## src/verilog/mptl_map.vh

```
// Constants for the motor protection trip logic
`ifndef MPTL_MAP_VH
`define MPTL_MAP_VH

`define MPTL_CLK_MHZ        125
`define MPTL_SC_PERIOD_US   5000
`define MPTL_IMB_PERIOD_US  10000
`define MPTL_SC_TICK_CYC    (`MPTL_SC_PERIOD_US * `MPTL_CLK_MHZ)
`define MPTL_IMB_TICK_CYC   (`MPTL_IMB_PERIOD_US * `MPTL_CLK_MHZ)
`define MPTL_ACK_TMO_TICKS  16'h00C8

`define MPTL_REG_CTRL       8'h00
`define MPTL_REG_RATED      8'h04
`define MPTL_REG_SC_MULT    8'h08
`define MPTL_REG_SC_DELAY   8'h0C
`define MPTL_REG_IMB_THR    8'h10
`define MPTL_REG_IMB_DELAY  8'h14
`define MPTL_REG_OVL_THR    8'h18
`define MPTL_REG_RELAY_MAP  8'h1C
`define MPTL_REG_INPUT_FUNC 8'h20
`define MPTL_REG_GEAR_CFG   8'h24
`define MPTL_REG_GEAR_TIME  8'h28
`define MPTL_REG_STATUS     8'h2C

`define MPTL_CTRL_CLR       0
`define MPTL_CTRL_OVL_AUTO  1
`define MPTL_CTRL_EXT_AUTO  2
`define MPTL_CTRL_TWO_GEAR  3
`define MPTL_CTRL_G1_OFF    4
`define MPTL_CTRL_THR_CHK   5
`define MPTL_CTRL_EXT_G2    6
`define MPTL_CTRL_EXT_VAR   7
`define MPTL_CTRL_ACK_USED  8
`define MPTL_CTRL_START     9

`define MPTL_MAP_SC         0
`define MPTL_MAP_OVL        1
`define MPTL_MAP_IMB        2

`define MPTL_FN_NONE        4'h0
`define MPTL_FN_RESET       4'h1
`define MPTL_FN_START       4'h2
`define MPTL_FN_ACK         4'h3
`define MPTL_FN_MOTOR_TEMP  4'h4
`define MPTL_FN_ESTOP       4'h5
`define MPTL_FN_GROUND      4'h6
`define MPTL_FN_OVER_TEMP   4'h7
`define MPTL_FN_OTHER_FLT   4'h8
`define MPTL_FN_GEAR2       4'h9

`define MPTL_RST_CTRL       10'h000
`define MPTL_RST_RATED      16'h0064
`define MPTL_RST_SC_MULT    8'h0C
`define MPTL_RST_SC_DELAY   16'h0008
`define MPTL_RST_IMB_THR    8'h32
`define MPTL_RST_IMB_DELAY  16'h0190
`define MPTL_RST_OVL_THR    8'h46
`define MPTL_RST_RELAY_MAP  18'h00002
`define MPTL_RST_INPUT_FUNC 32'h00000001
`define MPTL_RST_GEAR_PCT   8'h32
`define MPTL_RST_GEAR_THR   8'h78
`define MPTL_RST_GEAR_DLY   16'h01F4
`define MPTL_RST_GEAR_PAUSE 16'h00C8

`endif

```

## src/verilog/mptl_stage_timer.v

```verilog
// Delay counter for one periodically evaluated protection stage
`timescale 1ns/1ps
`default_nettype none

module mptl_stage_timer #(
    parameter CW = 16
) (
    input  wire          sys_clk_i,
    input  wire          rst_n_i,
    input  wire          tick_i,
    input  wire          arm_i,
    input  wire          exceed_i,
    input  wire [CW-1:0] delay_i,
    output reg           trip_o
);

    reg [CW-1:0] cnt_r;

    always @(posedge sys_clk_i) begin
        if (!rst_n_i) begin
            cnt_r  <= {CW{1'b0}};
            trip_o <= 1'b0;
        end else if (!arm_i) begin
            cnt_r  <= {CW{1'b0}};
            trip_o <= 1'b0;
        end else if (tick_i) begin
            if (exceed_i) begin
                // Trips one period after delay reached
                if (cnt_r >= delay_i) begin
                    trip_o <= 1'b1;
                end else begin
                    cnt_r <= cnt_r + {{(CW-1){1'b0}}, 1'b1};
                end
            end else begin
                cnt_r  <= {CW{1'b0}};
                trip_o <= 1'b0;
            end
        end
    end

endmodule // mptl_stage_timer

`default_nettype wire

```

## src/verilog/mptl_top.v

```verilog
// Motor protection trip logic: stages, relay mapping, gear sequencing
//
// The register offsets and the plain strobed port were decided locally.
`timescale 1ns/1ps
`default_nettype none
`include "mptl_map.vh"

module mptl_top #(
    parameter [23:0] SC_TICK_CYC  = `MPTL_SC_TICK_CYC,
    parameter [23:0] IMB_TICK_CYC = `MPTL_IMB_TICK_CYC,
    parameter        NRELAY       = 6,
    parameter        NIN          = 8
) (
    input  wire             sys_clk_i,
    input  wire             rst_n_i,
    input  wire [15:0]      phase_cur_i,
    input  wire [7:0]       imb_pct_i,
    input  wire [7:0]       therm_pct_i,
    input  wire             ovl_trip_i,
    input  wire [NIN-1:0]   din_i,
    input  wire [7:0]       reg_addr_i,
    input  wire [31:0]      reg_wdata_i,
    input  wire             reg_wr_i,
    input  wire             reg_rd_i,
    output reg  [31:0]      reg_rdata_o,
    output reg  [NRELAY-1:0] relay_o,
    output reg              sc_ind_o,
    output reg              imb_ind_o,
    output reg              ovl_ind_o,
    output reg              config_fault_indicator_o,
    output reg              ext_fault_o,
    output reg              gear1_o,
    output reg              gear2_o,
    output reg  [1:0]       ctl_inv_o
);

    localparam MW = 3 * NRELAY;
    localparam [2:0] ST_IDLE  = 3'h0;
    localparam [2:0] ST_G1    = 3'h1;
    localparam [2:0] ST_DLY   = 3'h2;
    localparam [2:0] ST_PAUSE = 3'h3;
    localparam [2:0] ST_G2    = 3'h4;
    localparam [2:0] ST_ERR   = 3'h5;

    reg [9:0]     ctrl_r;
    reg [15:0]    rated_r;
    reg [7:0]     sc_mult_r;
    reg [15:0]    sc_delay_r;
    reg [7:0]     imb_thr_r;
    reg [15:0]    imb_delay_r;
    reg [7:0]     ovl_thr_r;
    reg [MW-1:0]  relay_map_r;
    reg [31:0]    in_func_r;
    reg [7:0]     gear_pct_r;
    reg [7:0]     gear_thr_r;
    reg [15:0]    gear_dly_r;
    reg [15:0]    gear_pause_r;
    reg           map_bad_r;
    reg [23:0]    sc_div_r;
    reg [23:0]    imb_div_r;
    reg           sc_tick_r;
    reg           imb_tick_r;
    reg           sc_lat_r;
    reg           imb_lat_r;
    reg           ovl_lat_r;
    reg           ext_flt_r;
    reg           safety_r;
    reg           ack_err_r;
    reg           gear_err_r;
    reg [2:0]     state_r;
    reg [15:0]    gcnt_r;
    reg           g1_r;
    reg           g2_r;

    wire wr_ctrl  = reg_wr_i && (reg_addr_i == `MPTL_REG_CTRL);
    wire clr_wr   = wr_ctrl && reg_wdata_i[`MPTL_CTRL_CLR];
    wire ovl_auto = ctrl_r[`MPTL_CTRL_OVL_AUTO];
    wire ext_auto = ctrl_r[`MPTL_CTRL_EXT_AUTO];
    wire two_gear = ctrl_r[`MPTL_CTRL_TWO_GEAR];
    wire g1_off   = ctrl_r[`MPTL_CTRL_G1_OFF];
    wire thr_chk  = ctrl_r[`MPTL_CTRL_THR_CHK];
    wire ext_g2   = ctrl_r[`MPTL_CTRL_EXT_G2];
    wire ext_var  = ctrl_r[`MPTL_CTRL_EXT_VAR];
    wire ack_used = ctrl_r[`MPTL_CTRL_ACK_USED];

    // Input function decode and polarity
    reg [15:0] fn_act;
    reg [15:0] fn_seen;
    reg [3:0]  fn;
    reg        low_act;
    integer    i;
    always @* begin
        fn_act  = 16'h0000;
        fn_seen = 16'h0000;
        fn      = 4'h0;
        low_act = 1'b0;
        for (i = 0; i < NIN; i = i + 1) begin
            fn = in_func_r[4*i +: 4];
            low_act = (fn == `MPTL_FN_MOTOR_TEMP) ||
                      (fn == `MPTL_FN_ESTOP) ||
                      (fn == `MPTL_FN_GROUND) ||
                      (fn == `MPTL_FN_OVER_TEMP) ||
                      (fn == `MPTL_FN_OTHER_FLT);
            fn_seen[fn] = 1'b1;
            fn_act[fn]  = fn_act[fn] |
                          (low_act ? ~din_i[i] : din_i[i]);
        end
    end

    wire in_bad = !fn_seen[`MPTL_FN_RESET] ||
                  (ack_used && !(fn_seen[`MPTL_FN_START] &&
                                 fn_seen[`MPTL_FN_ACK]));
    wire clr = clr_wr || fn_act[`MPTL_FN_RESET];
    wire ext_in = fn_act[`MPTL_FN_MOTOR_TEMP] | fn_act[`MPTL_FN_GROUND] |
                  fn_act[`MPTL_FN_OVER_TEMP] | fn_act[`MPTL_FN_OTHER_FLT];

    // Effective relay map, overload pinned in extended variant
    reg [MW-1:0] eff_map;
    integer      n;
    always @* begin
        eff_map = relay_map_r;
        for (n = 0; n < NRELAY; n = n + 1) begin
            if (ext_var) begin
                eff_map[3*n+`MPTL_MAP_OVL] = (n == 0);
            end
        end
    end

    reg sc_asg;
    reg imb_asg;
    integer k;
    always @* begin
        sc_asg  = 1'b0;
        imb_asg = 1'b0;
        for (k = 0; k < NRELAY; k = k + 1) begin
            sc_asg  = sc_asg  | eff_map[3*k+`MPTL_MAP_SC];
            imb_asg = imb_asg | eff_map[3*k+`MPTL_MAP_IMB];
        end
    end

    // Overload must appear somewhere in a written map unless the extended variant is set
    reg wmap_ovl;
    integer m;
    always @* begin
        wmap_ovl = 1'b0;
        for (m = 0; m < NRELAY; m = m + 1) begin
            wmap_ovl = wmap_ovl | reg_wdata_i[3*m+`MPTL_MAP_OVL];
        end
    end

    // Thresholds, scaled to avoid division
    wire in_g1   = two_gear && (state_r != ST_G2);
    wire [7:0] scale = in_g1 ? gear_pct_r : 8'h64;
    wire [39:0] cur_x100 = {24'h000000, phase_cur_i} * 40'h64;
    wire [39:0] sc_lim = {24'h000000, rated_r} * {32'h0, scale} *
                         {32'h0, sc_mult_r};
    wire sc_arm    = (sc_mult_r != 8'h00);
    wire sc_exceed = sc_arm && (cur_x100 > sc_lim);
    wire imb_arm    = (imb_thr_r != 8'h00);
    wire imb_exceed = imb_arm && (imb_pct_i > imb_thr_r);
    wire [39:0] cur_x10k = {24'h000000, phase_cur_i} * 40'h2710;
    wire [39:0] g2_lim = {24'h000000, rated_r} * {32'h0, gear_pct_r} *
                         {32'h0, gear_thr_r};
    wire cur_ok = !thr_chk || (cur_x10k <= g2_lim);

    // Detection period enables
    always @(posedge sys_clk_i) begin
        if (!rst_n_i) begin
            sc_div_r   <= 24'h000000;
            imb_div_r  <= 24'h000000;
            sc_tick_r  <= 1'b0;
            imb_tick_r <= 1'b0;
        end else begin
            sc_tick_r  <= (sc_div_r == SC_TICK_CYC - 24'h1);
            imb_tick_r <= (imb_div_r == IMB_TICK_CYC - 24'h1);
            sc_div_r   <= (sc_div_r == SC_TICK_CYC - 24'h1) ?
                          24'h000000 : sc_div_r + 24'h1;
            imb_div_r  <= (imb_div_r == IMB_TICK_CYC - 24'h1) ?
                          24'h000000 : imb_div_r + 24'h1;
        end
    end

    wire sc_raw;
    wire imb_raw;

    mptl_stage_timer #(.CW(16)) u_sc_timer (
        .sys_clk_i (sys_clk_i),
        .rst_n_i   (rst_n_i),
        .tick_i    (sc_tick_r),
        .arm_i     (sc_arm),
        .exceed_i  (sc_exceed),
        .delay_i   (sc_delay_r),
        .trip_o    (sc_raw)
    );

    mptl_stage_timer #(.CW(16)) u_imb_timer (
        .sys_clk_i (sys_clk_i),
        .rst_n_i   (rst_n_i),
        .tick_i    (imb_tick_r),
        .arm_i     (imb_arm),
        .exceed_i  (imb_exceed),
        .delay_i   (imb_delay_r),
        .trip_o    (imb_raw)
    );

    // Trip latches; a new set always beats a clear
    always @(posedge sys_clk_i) begin
        if (!rst_n_i) begin
            sc_lat_r  <= 1'b0;
            imb_lat_r <= 1'b0;
            ovl_lat_r <= 1'b0;
            ext_flt_r <= 1'b0;
            safety_r  <= 1'b0;
        end else begin
            if (sc_raw) begin
                sc_lat_r <= 1'b1;
            end else if (sc_asg ? clr : !sc_exceed) begin
                sc_lat_r <= 1'b0;
            end
            if (imb_raw) begin
                imb_lat_r <= 1'b1;
            end else if (imb_asg ? clr : !imb_exceed) begin
                imb_lat_r <= 1'b0;
            end
            // No enable term on the overload stage
            if (ovl_trip_i) begin
                ovl_lat_r <= 1'b1;
            end else if ((ovl_auto || clr) &&
                         (therm_pct_i <= ovl_thr_r)) begin
                ovl_lat_r <= 1'b0;
            end
            if (ext_in) begin
                ext_flt_r <= 1'b1;
            end else if (ext_auto || clr) begin
                ext_flt_r <= 1'b0;
            end
            if (fn_act[`MPTL_FN_ESTOP]) begin
                safety_r <= 1'b1;
            end else if (clr) begin
                safety_r <= 1'b0;
            end
        end
    end

    wire run_req = ctrl_r[`MPTL_CTRL_START] || fn_act[`MPTL_FN_START];
    wire stop = !run_req || sc_lat_r || imb_lat_r || ovl_lat_r ||
                ext_flt_r || safety_r || ack_err_r ||
                config_fault_indicator_o;
    wire dly_done = (gcnt_r >= gear_dly_r);

    // Gear sequencer, counts in 10 ms periods
    always @(posedge sys_clk_i) begin
        if (!rst_n_i) begin
            state_r    <= ST_IDLE;
            gcnt_r     <= 16'h0000;
            g1_r       <= 1'b0;
            g2_r       <= 1'b0;
            ack_err_r  <= 1'b0;
            gear_err_r <= 1'b0;
        end else begin
            if (clr && !(state_r == ST_ERR && !gear_err_r)) begin
                ack_err_r <= 1'b0;
            end
            case (state_r)
            ST_IDLE: begin
                g1_r   <= 1'b0;
                g2_r   <= 1'b0;
                gcnt_r <= 16'h0000;
                if (run_req && !stop) begin
                    g1_r    <= 1'b1;
                    state_r <= ST_G1;
                end
            end
            ST_G1: begin
                if (stop) begin
                    state_r <= ST_IDLE;
                end else if (!two_gear) begin
                    gcnt_r <= 16'h0000;
                end else if (ack_used && !fn_act[`MPTL_FN_ACK]) begin
                    if (imb_tick_r) begin
                        gcnt_r <= gcnt_r + 16'h1;
                    end
                    if (gcnt_r >= `MPTL_ACK_TMO_TICKS) begin
                        ack_err_r <= 1'b1;
                        state_r   <= ST_IDLE;
                    end
                end else begin
                    gcnt_r  <= 16'h0000;
                    state_r <= ST_DLY;
                end
            end
            ST_DLY: begin
                if (imb_tick_r && !dly_done) begin
                    gcnt_r <= gcnt_r + 16'h1;
                end
                if (stop) begin
                    state_r <= ST_IDLE;
                end else if (ext_g2 && fn_act[`MPTL_FN_GEAR2] &&
                             !(dly_done && cur_ok)) begin
                    gear_err_r <= 1'b1;
                    g1_r       <= 1'b0;
                    state_r    <= ST_ERR;
                end else if (dly_done && cur_ok &&
                             (!ext_g2 || fn_act[`MPTL_FN_GEAR2])) begin
                    g1_r   <= 1'b0;
                    gcnt_r <= 16'h0000;
                    if (g1_off) begin
                        state_r <= ST_PAUSE;
                    end else begin
                        g2_r    <= 1'b1;
                        state_r <= ST_G2;
                    end
                end
            end
            ST_PAUSE: begin
                if (imb_tick_r) begin
                    gcnt_r <= gcnt_r + 16'h1;
                end
                if (stop) begin
                    state_r <= ST_IDLE;
                end else if (gcnt_r >= gear_pause_r) begin
                    g2_r    <= 1'b1;
                    state_r <= ST_G2;
                end
            end
            ST_G2: begin
                if (stop) begin
                    state_r <= ST_IDLE;
                end
            end
            ST_ERR: begin
                g1_r <= 1'b0;
                g2_r <= 1'b0;
                if (clr) begin
                    gear_err_r <= 1'b0;
                    state_r    <= ST_IDLE;
                end
            end
            default: begin
                state_r <= ST_IDLE;
            end
            endcase
            // Stop drops both gear coils at once
            if (stop) begin
                g1_r <= 1'b0;
                g2_r <= 1'b0;
            end
        end
    end

    // Relay drive
    wire [2:0] trips = {imb_lat_r, ovl_lat_r, sc_lat_r};
    reg [NRELAY-1:0] relay_nxt;
    integer r;
    always @* begin
        relay_nxt = {NRELAY{1'b0}};
        for (r = 0; r < NRELAY; r = r + 1) begin
            relay_nxt[r] = (|eff_map[3*r +: 3]) &&
                           !(|(eff_map[3*r +: 3] & trips)) &&
                           !config_fault_indicator_o;
        end
    end

    // Register writes and outputs
    always @(posedge sys_clk_i) begin
        if (!rst_n_i) begin
            ctrl_r       <= `MPTL_RST_CTRL;
            rated_r      <= `MPTL_RST_RATED;
            sc_mult_r    <= `MPTL_RST_SC_MULT;
            sc_delay_r   <= `MPTL_RST_SC_DELAY;
            imb_thr_r    <= `MPTL_RST_IMB_THR;
            imb_delay_r  <= `MPTL_RST_IMB_DELAY;
            ovl_thr_r    <= `MPTL_RST_OVL_THR;
            relay_map_r  <= `MPTL_RST_RELAY_MAP;
            in_func_r    <= `MPTL_RST_INPUT_FUNC;
            gear_pct_r   <= `MPTL_RST_GEAR_PCT;
            gear_thr_r   <= `MPTL_RST_GEAR_THR;
            gear_dly_r   <= `MPTL_RST_GEAR_DLY;
            gear_pause_r <= `MPTL_RST_GEAR_PAUSE;
            map_bad_r    <= 1'b0;
            reg_rdata_o  <= 32'h00000000;
            relay_o      <= {NRELAY{1'b0}};
            sc_ind_o     <= 1'b0;
            imb_ind_o    <= 1'b0;
            ovl_ind_o    <= 1'b0;
            config_fault_indicator_o <= 1'b0;
            ext_fault_o  <= 1'b0;
            gear1_o      <= 1'b0;
            gear2_o      <= 1'b0;
            ctl_inv_o    <= 2'h3;
        end else begin
            if (wr_ctrl) begin
                ctrl_r <= {reg_wdata_i[9:1], 1'b0};
            end
            if (reg_wr_i) begin
                case (reg_addr_i)
                `MPTL_REG_RATED:     rated_r     <= reg_wdata_i[15:0];
                `MPTL_REG_SC_MULT:   sc_mult_r   <= reg_wdata_i[7:0];
                `MPTL_REG_SC_DELAY:  sc_delay_r  <= reg_wdata_i[15:0];
                `MPTL_REG_IMB_THR:   imb_thr_r   <= reg_wdata_i[7:0];
                `MPTL_REG_IMB_DELAY: imb_delay_r <= reg_wdata_i[15:0];
                `MPTL_REG_OVL_THR:   ovl_thr_r   <= reg_wdata_i[7:0];
                `MPTL_REG_RELAY_MAP: begin
                    if (wmap_ovl || ext_var) begin
                        relay_map_r <= reg_wdata_i[MW-1:0];
                        map_bad_r   <= 1'b0;
                    end else begin
                        map_bad_r <= 1'b1;
                    end
                end
                `MPTL_REG_INPUT_FUNC: in_func_r <= reg_wdata_i;
                `MPTL_REG_GEAR_CFG: begin
                    gear_pct_r <= reg_wdata_i[7:0];
                    gear_thr_r <= reg_wdata_i[15:8];
                end
                `MPTL_REG_GEAR_TIME: begin
                    gear_dly_r   <= reg_wdata_i[15:0];
                    gear_pause_r <= reg_wdata_i[31:16];
                end
                default: begin
                end
                endcase
            end
            reg_rdata_o <= 32'h00000000;
            if (reg_rd_i) begin
                case (reg_addr_i)
                `MPTL_REG_CTRL:      reg_rdata_o <= {22'h0, ctrl_r};
                `MPTL_REG_RATED:     reg_rdata_o <= {16'h0, rated_r};
                `MPTL_REG_SC_MULT:   reg_rdata_o <= {24'h0, sc_mult_r};
                `MPTL_REG_SC_DELAY:  reg_rdata_o <= {16'h0, sc_delay_r};
                `MPTL_REG_IMB_THR:   reg_rdata_o <= {24'h0, imb_thr_r};
                `MPTL_REG_IMB_DELAY: reg_rdata_o <= {16'h0, imb_delay_r};
                `MPTL_REG_OVL_THR:   reg_rdata_o <= {24'h0, ovl_thr_r};
                `MPTL_REG_RELAY_MAP: reg_rdata_o <= {{(32-MW){1'b0}}, eff_map};
                `MPTL_REG_INPUT_FUNC: reg_rdata_o <= in_func_r;
                `MPTL_REG_GEAR_CFG:
                    reg_rdata_o <= {16'h0, gear_thr_r, gear_pct_r};
                `MPTL_REG_GEAR_TIME:
                    reg_rdata_o <= {gear_pause_r, gear_dly_r};
                `MPTL_REG_STATUS:
                    reg_rdata_o <= {17'h0, state_r, 1'b0, g2_r, g1_r,
                                    gear_err_r, ack_err_r, safety_r,
                                    ext_flt_r, in_bad, map_bad_r,
                                    ovl_lat_r, imb_lat_r, sc_lat_r};
                default:             reg_rdata_o <= 32'h00000000;
                endcase
            end
            relay_o     <= relay_nxt;
            sc_ind_o    <= sc_lat_r;
            imb_ind_o   <= imb_lat_r;
            ovl_ind_o   <= ovl_lat_r;
            config_fault_indicator_o <= map_bad_r || in_bad;
            ext_fault_o <= ext_flt_r || safety_r || ack_err_r ||
                           gear_err_r;
            gear1_o     <= g1_r;
            gear2_o     <= g2_r;
            ctl_inv_o   <= ~{!stop, g1_r || g2_r};
        end
    end

endmodule // mptl_top

`default_nettype wire
```

## config.mk

```make
export PLATFORM = sky130hd
export DESIGN_NAME = mptl_top
export DESIGN_NICKNAME = d
export VERILOG_FILES = /design/src/verilog/mptl_stage_timer.v /design/src/verilog/mptl_top.v
export VERILOG_INCLUDE_DIRS = /design/src /design/src/verilog
export SDC_FILE = /design/constraint.sdc
export NUM_CORES = 2
export LEC_CHECK = 0
export ABC_AREA = 0
export BUFFER_PORTS_ARGS = -buffer_cell sky130_fd_sc_hd__buf_2
export CORE_UTILIZATION = 50
export DETAILED_ROUTE_END_ITERATION = 8
export PLACE_DENSITY = 0.62
export SYNTH_ARGS = -nofsm -noshare
export SYNTH_HDL_FRONTEND = slang
export SYNTH_SLANG_ARGS = --single-unit
```

## constraint.sdc

```tcl
create_clock -name sys_clk_i -period 15.9 [get_ports sys_clk_i]
set_input_delay 3.18 -clock sys_clk_i [delete_from_list [all_inputs] [get_ports sys_clk_i]]
set_output_delay 3.18 -clock sys_clk_i [all_outputs]
set_load 0.02 [all_outputs]
```

==> qor.tcl <==
set qor(clkLatencyLatePin_ps) 570
set qor(cellLeakagePower_nw) 21.90
set qor(largest_family_of_logic_cells_by_synthesized_area) {adder cells}
set qor(synth_most_common_cell) {nand2_1}
set qor(synth_ff_type) {dfxtp_1}
set qor(port_buffers) 131
set qor(cts.hold.buffers_added) 0
set qor(fp.coreArea_mm2) 0.08729
set qor(flow.area_growth_from_synthesis_pct) 6.117
set qor(postCtsResizedCells) 0
set qor(drv.max_cap_violation_count) 0
set qor(tritoncts) {yes}
set qor(synth_top_area_share_pct) 21.58
set qor(worstPathArrival_ps) 13850
set qor(timing_hold_violations_final) 0
set qor(ir_drop_v) 0.00007432
set qor(finalWirelength_um) 133100
set qor(most_area_hungry_cell_type_in_the_yosys_netlist) {fa_1}
set qor(grt_pass1_wl_um) 212500
set qor(die_w_um) 299.8
set qor(share_of_synthesized_cell_area_in_and_or_nand_and_nor_gates_pct) 22.20
set qor(place_congestion) 0.9723
set qor(finalSetupViolCount) 0
set qor(die_height_um) 299.8
set qor(antenna_violating_nets_post_route) 0
set qor(final.period_utilization_pct) 83.97
set qor(pin_count_of_the_biggest_net_entering_global_routing) 83
set qor(cpMaxStageDelayCell) {dfxtp_1}
set qor(synth.area.mux_share_pct) 0.9593
set qor(timing_worst_setup_path_type) {reg2reg}
set qor(viasPerCell) 5.788
set qor(finalPower_mw) 2.638
set qor(number_of_cts_inserted_buffers) 34
set qor(ctsLongestPathBuffers) 3
set qor(overflow) 0
set qor(dp_hpwl_um) 103200
set qor(critPathCaptureType) {register}
set qor(syn-cell-area_mm2) 0.04435
set qor(synthesis.area_per_instance_um2) 7.995
set qor(postCtsSetupRepairBufs) 0
set qor(globalRouteTotalUtil_pct) 29.60
set qor(ys_async_sr_fraction_pct) 0
set qor(synth_common_cells) {nand2_1, inv_1, fa_1}
set qor(crit_path_frequent_cell) {fa_1}
set qor(cts_htree_levels) 2
set qor(synth_fp_nets) 6556
set qor(start_util_pct) 50.80
set qor(synth_warnings) 0
set qor(postSynthRegisterBits) 339
set qor(first_global_vias) 37895
set qor(drive_above_1_share_pct) 5.604
set qor(wl_per_cell_um) 19.91
set qor(synth_compound_gate_area_share_pct) 15.30
set qor(clock_skew_ps) 29.51
set qor(synth_fa_ha_area_share_pct) 34.16
set qor(startpoint_type) {register}
set qor(drt_drc_violations_left) 0
set qor(fp-row-count) 108
set qor(synth_edf_count) 0
set qor(achievable-frequency_ghz) 0.07490
set qor(seq_area_frac_synth_pct) 15.30
set qor(rsz0062_at_grt) {no}
set qor(drv_slew) 0
set qor(routed-via-count) 38710
set qor(timing.slew.headroom_pct) 18.04
set qor(worst_ep_required_time_ps) 16400
set qor(outcome) {completed}
set qor(maximum_cell_stage_delay_along_the_critical_path_ps) 680
set qor(first_pass_iters) 6
set qor(cts-root-buf) {clkbuf_16}
set qor(tightest_slew_ps) 1226
set qor(initialDrtViolationCount) 3467
set qor(cts_sinks) 339
set qor(post_synth_inst_count) 5547
set qor(period_minus_slack_ps) 13350
set qor(nFillCells) 8471
set qor(hp-class) {reg2reg}
set qor(synth-xor-area-share_pct) 3.397
set qor(crit_path_max_fanout) 47
set qor(synthTopCellsByArea) {fa_1, dfxtp_1, ha_1}
set qor(nets) 6519
set qor(reg_clk_slew_reported_paths_ps) 70
set qor(grt_antenna_before_repair) 3
set qor(p_per_area_mw_per_mm2) 56.05
set qor(pin_count) 132
set qor(dieArea_mm2) 0.08989
set qor(yosysUniqueCellTypes) 102
set qor(setup-tns-final_ps) 0
## area by class of cell
| cell class | instances | area [um2] | area share, % |
|---|---|---|---|
| diodes | 1 | 2.502 | 0.005317 |
| clock buffers | 43 | 934.6 | 1.986 |
| clock inverters | 15 | 260.3 | 0.5530 |
| inverters | 749 | 2814 | 5.979 |
| multi-input cells | 4196 | 33720 | 71.65 |
| flip-flops and latches | 339 | 6787 | 14.42 |
| well taps | 1155 | 1445 | 3.071 |
| repair buffers | 190 | 1099 | 2.334 |
## cells by family after synthesis
group | Yosys count
DFF | 339
muxes | 40
buffers and inverters | 1012
AOI/OAI and AO/OA | 1020
adders and majority gates | 924
and+or+nand+nor | 2040
xor gates and xnor gates | 172
## registers in the layout, indices dropped and copies added, names as in the netlist, 8 cells and up
register / flops
gear_thr_r: 8
imb_delay_r: 16
reg_rdata_o: 32
imb_thr_r: 8
relay_map_r: 18
imb_div_r: 24
gear_pause_r: 16
in_func_r: 32
sc_div_r: 24
gear_dly_r: 16
sc_mult_r: 8
ctrl_r: 9
gear_pct_r: 8
u_imb_timer.cnt_r: 16
ovl_thr_r: 8
gcnt_r: 16
u_sc_timer.cnt_r: 16
rated_r: 16
sc_delay_r: 16
## report_power, final
group / internal, mW / switching [mW] / leakage (nW)
Clock: 0.504 / 0.374 / 0.564
Combinational: 0.374 / 0.527 / 18.6
Sequential: 0.852 / 0.00581 / 2.73
Total: 1.73 / 0.908 / 21.9
## cells in the final DEF, fill, tap and decap left out, types with 43 or more instances in the layout
cell	Yosys	routed
and2_1	298	299
xnor2_1	96	96
nand3_1	152	152
nor2b_1	68	68
a21oi_1	317	316
ha_1	446	446
o21ai_0	150	150
nand2b_1	51	51
nand4_1	43	43
nor2_1	284	282
xor2_1	76	76
nor3_1	71	71
a22oi_1	45	45
buf_2	9	131
fa_1	478	478
a21o_1	96	96
dfxtp_1	339	339
and3_1	72	72
buf_4	1	59
nand2_1	840	840
inv_1	744	744
## layer usage
layer,vias up,GRT usage (%),share of wire (%)
met5,-,0,0.0075
met3,244,3.151,6.1
li1,18333,-,-
met2,1300,50.18,47
met4,2,8.880,3.1
met1,18831,39.68,44
## final timing paths
| kind | from | slack [ps] | cells past startpoint | end |
|---|---|---|---|---|
| worst max-delay path | state_r[1] | 2550 | 47 | u_sc_timer.cnt_r[14] |
| worst min-delay path | sc_div_r[0] | 450 | 1 | sc_div_r[0] |
| worst max register to register | state_r[1] | 2550 | 47 | u_sc_timer.cnt_r[14] |
| worst min register to register | sc_div_r[0] | 450 | 1 | sc_div_r[0] |
## critical path, delay by kind of cell, from the launching register on
kind,cells,cell delay [ps]
fa+ha+maj,11,4760
compound gates,17,3790
simple gates,11,2860
buf+inv,6,690
flops,1,680
xor+xnor,2,510
## stage by stage
step           hold WS (ps)  utilization (%)  cell area (um2)  setup slack (ps)  cells
2_1_floorplan         417.6                -            44350              4884   5547
3_3_place_gp          431.7            52.54            45860              2917   6629
3_5_place_dp          436.6            52.54            45860              2642   6629
4_1_cts               452.7            53.91            47060              2634   6687
5_1_grt               483.7            53.91            47060              1496   6687
6_report              446.2            53.91            47060              2548   6688
(Power assumes the default switching activity.)
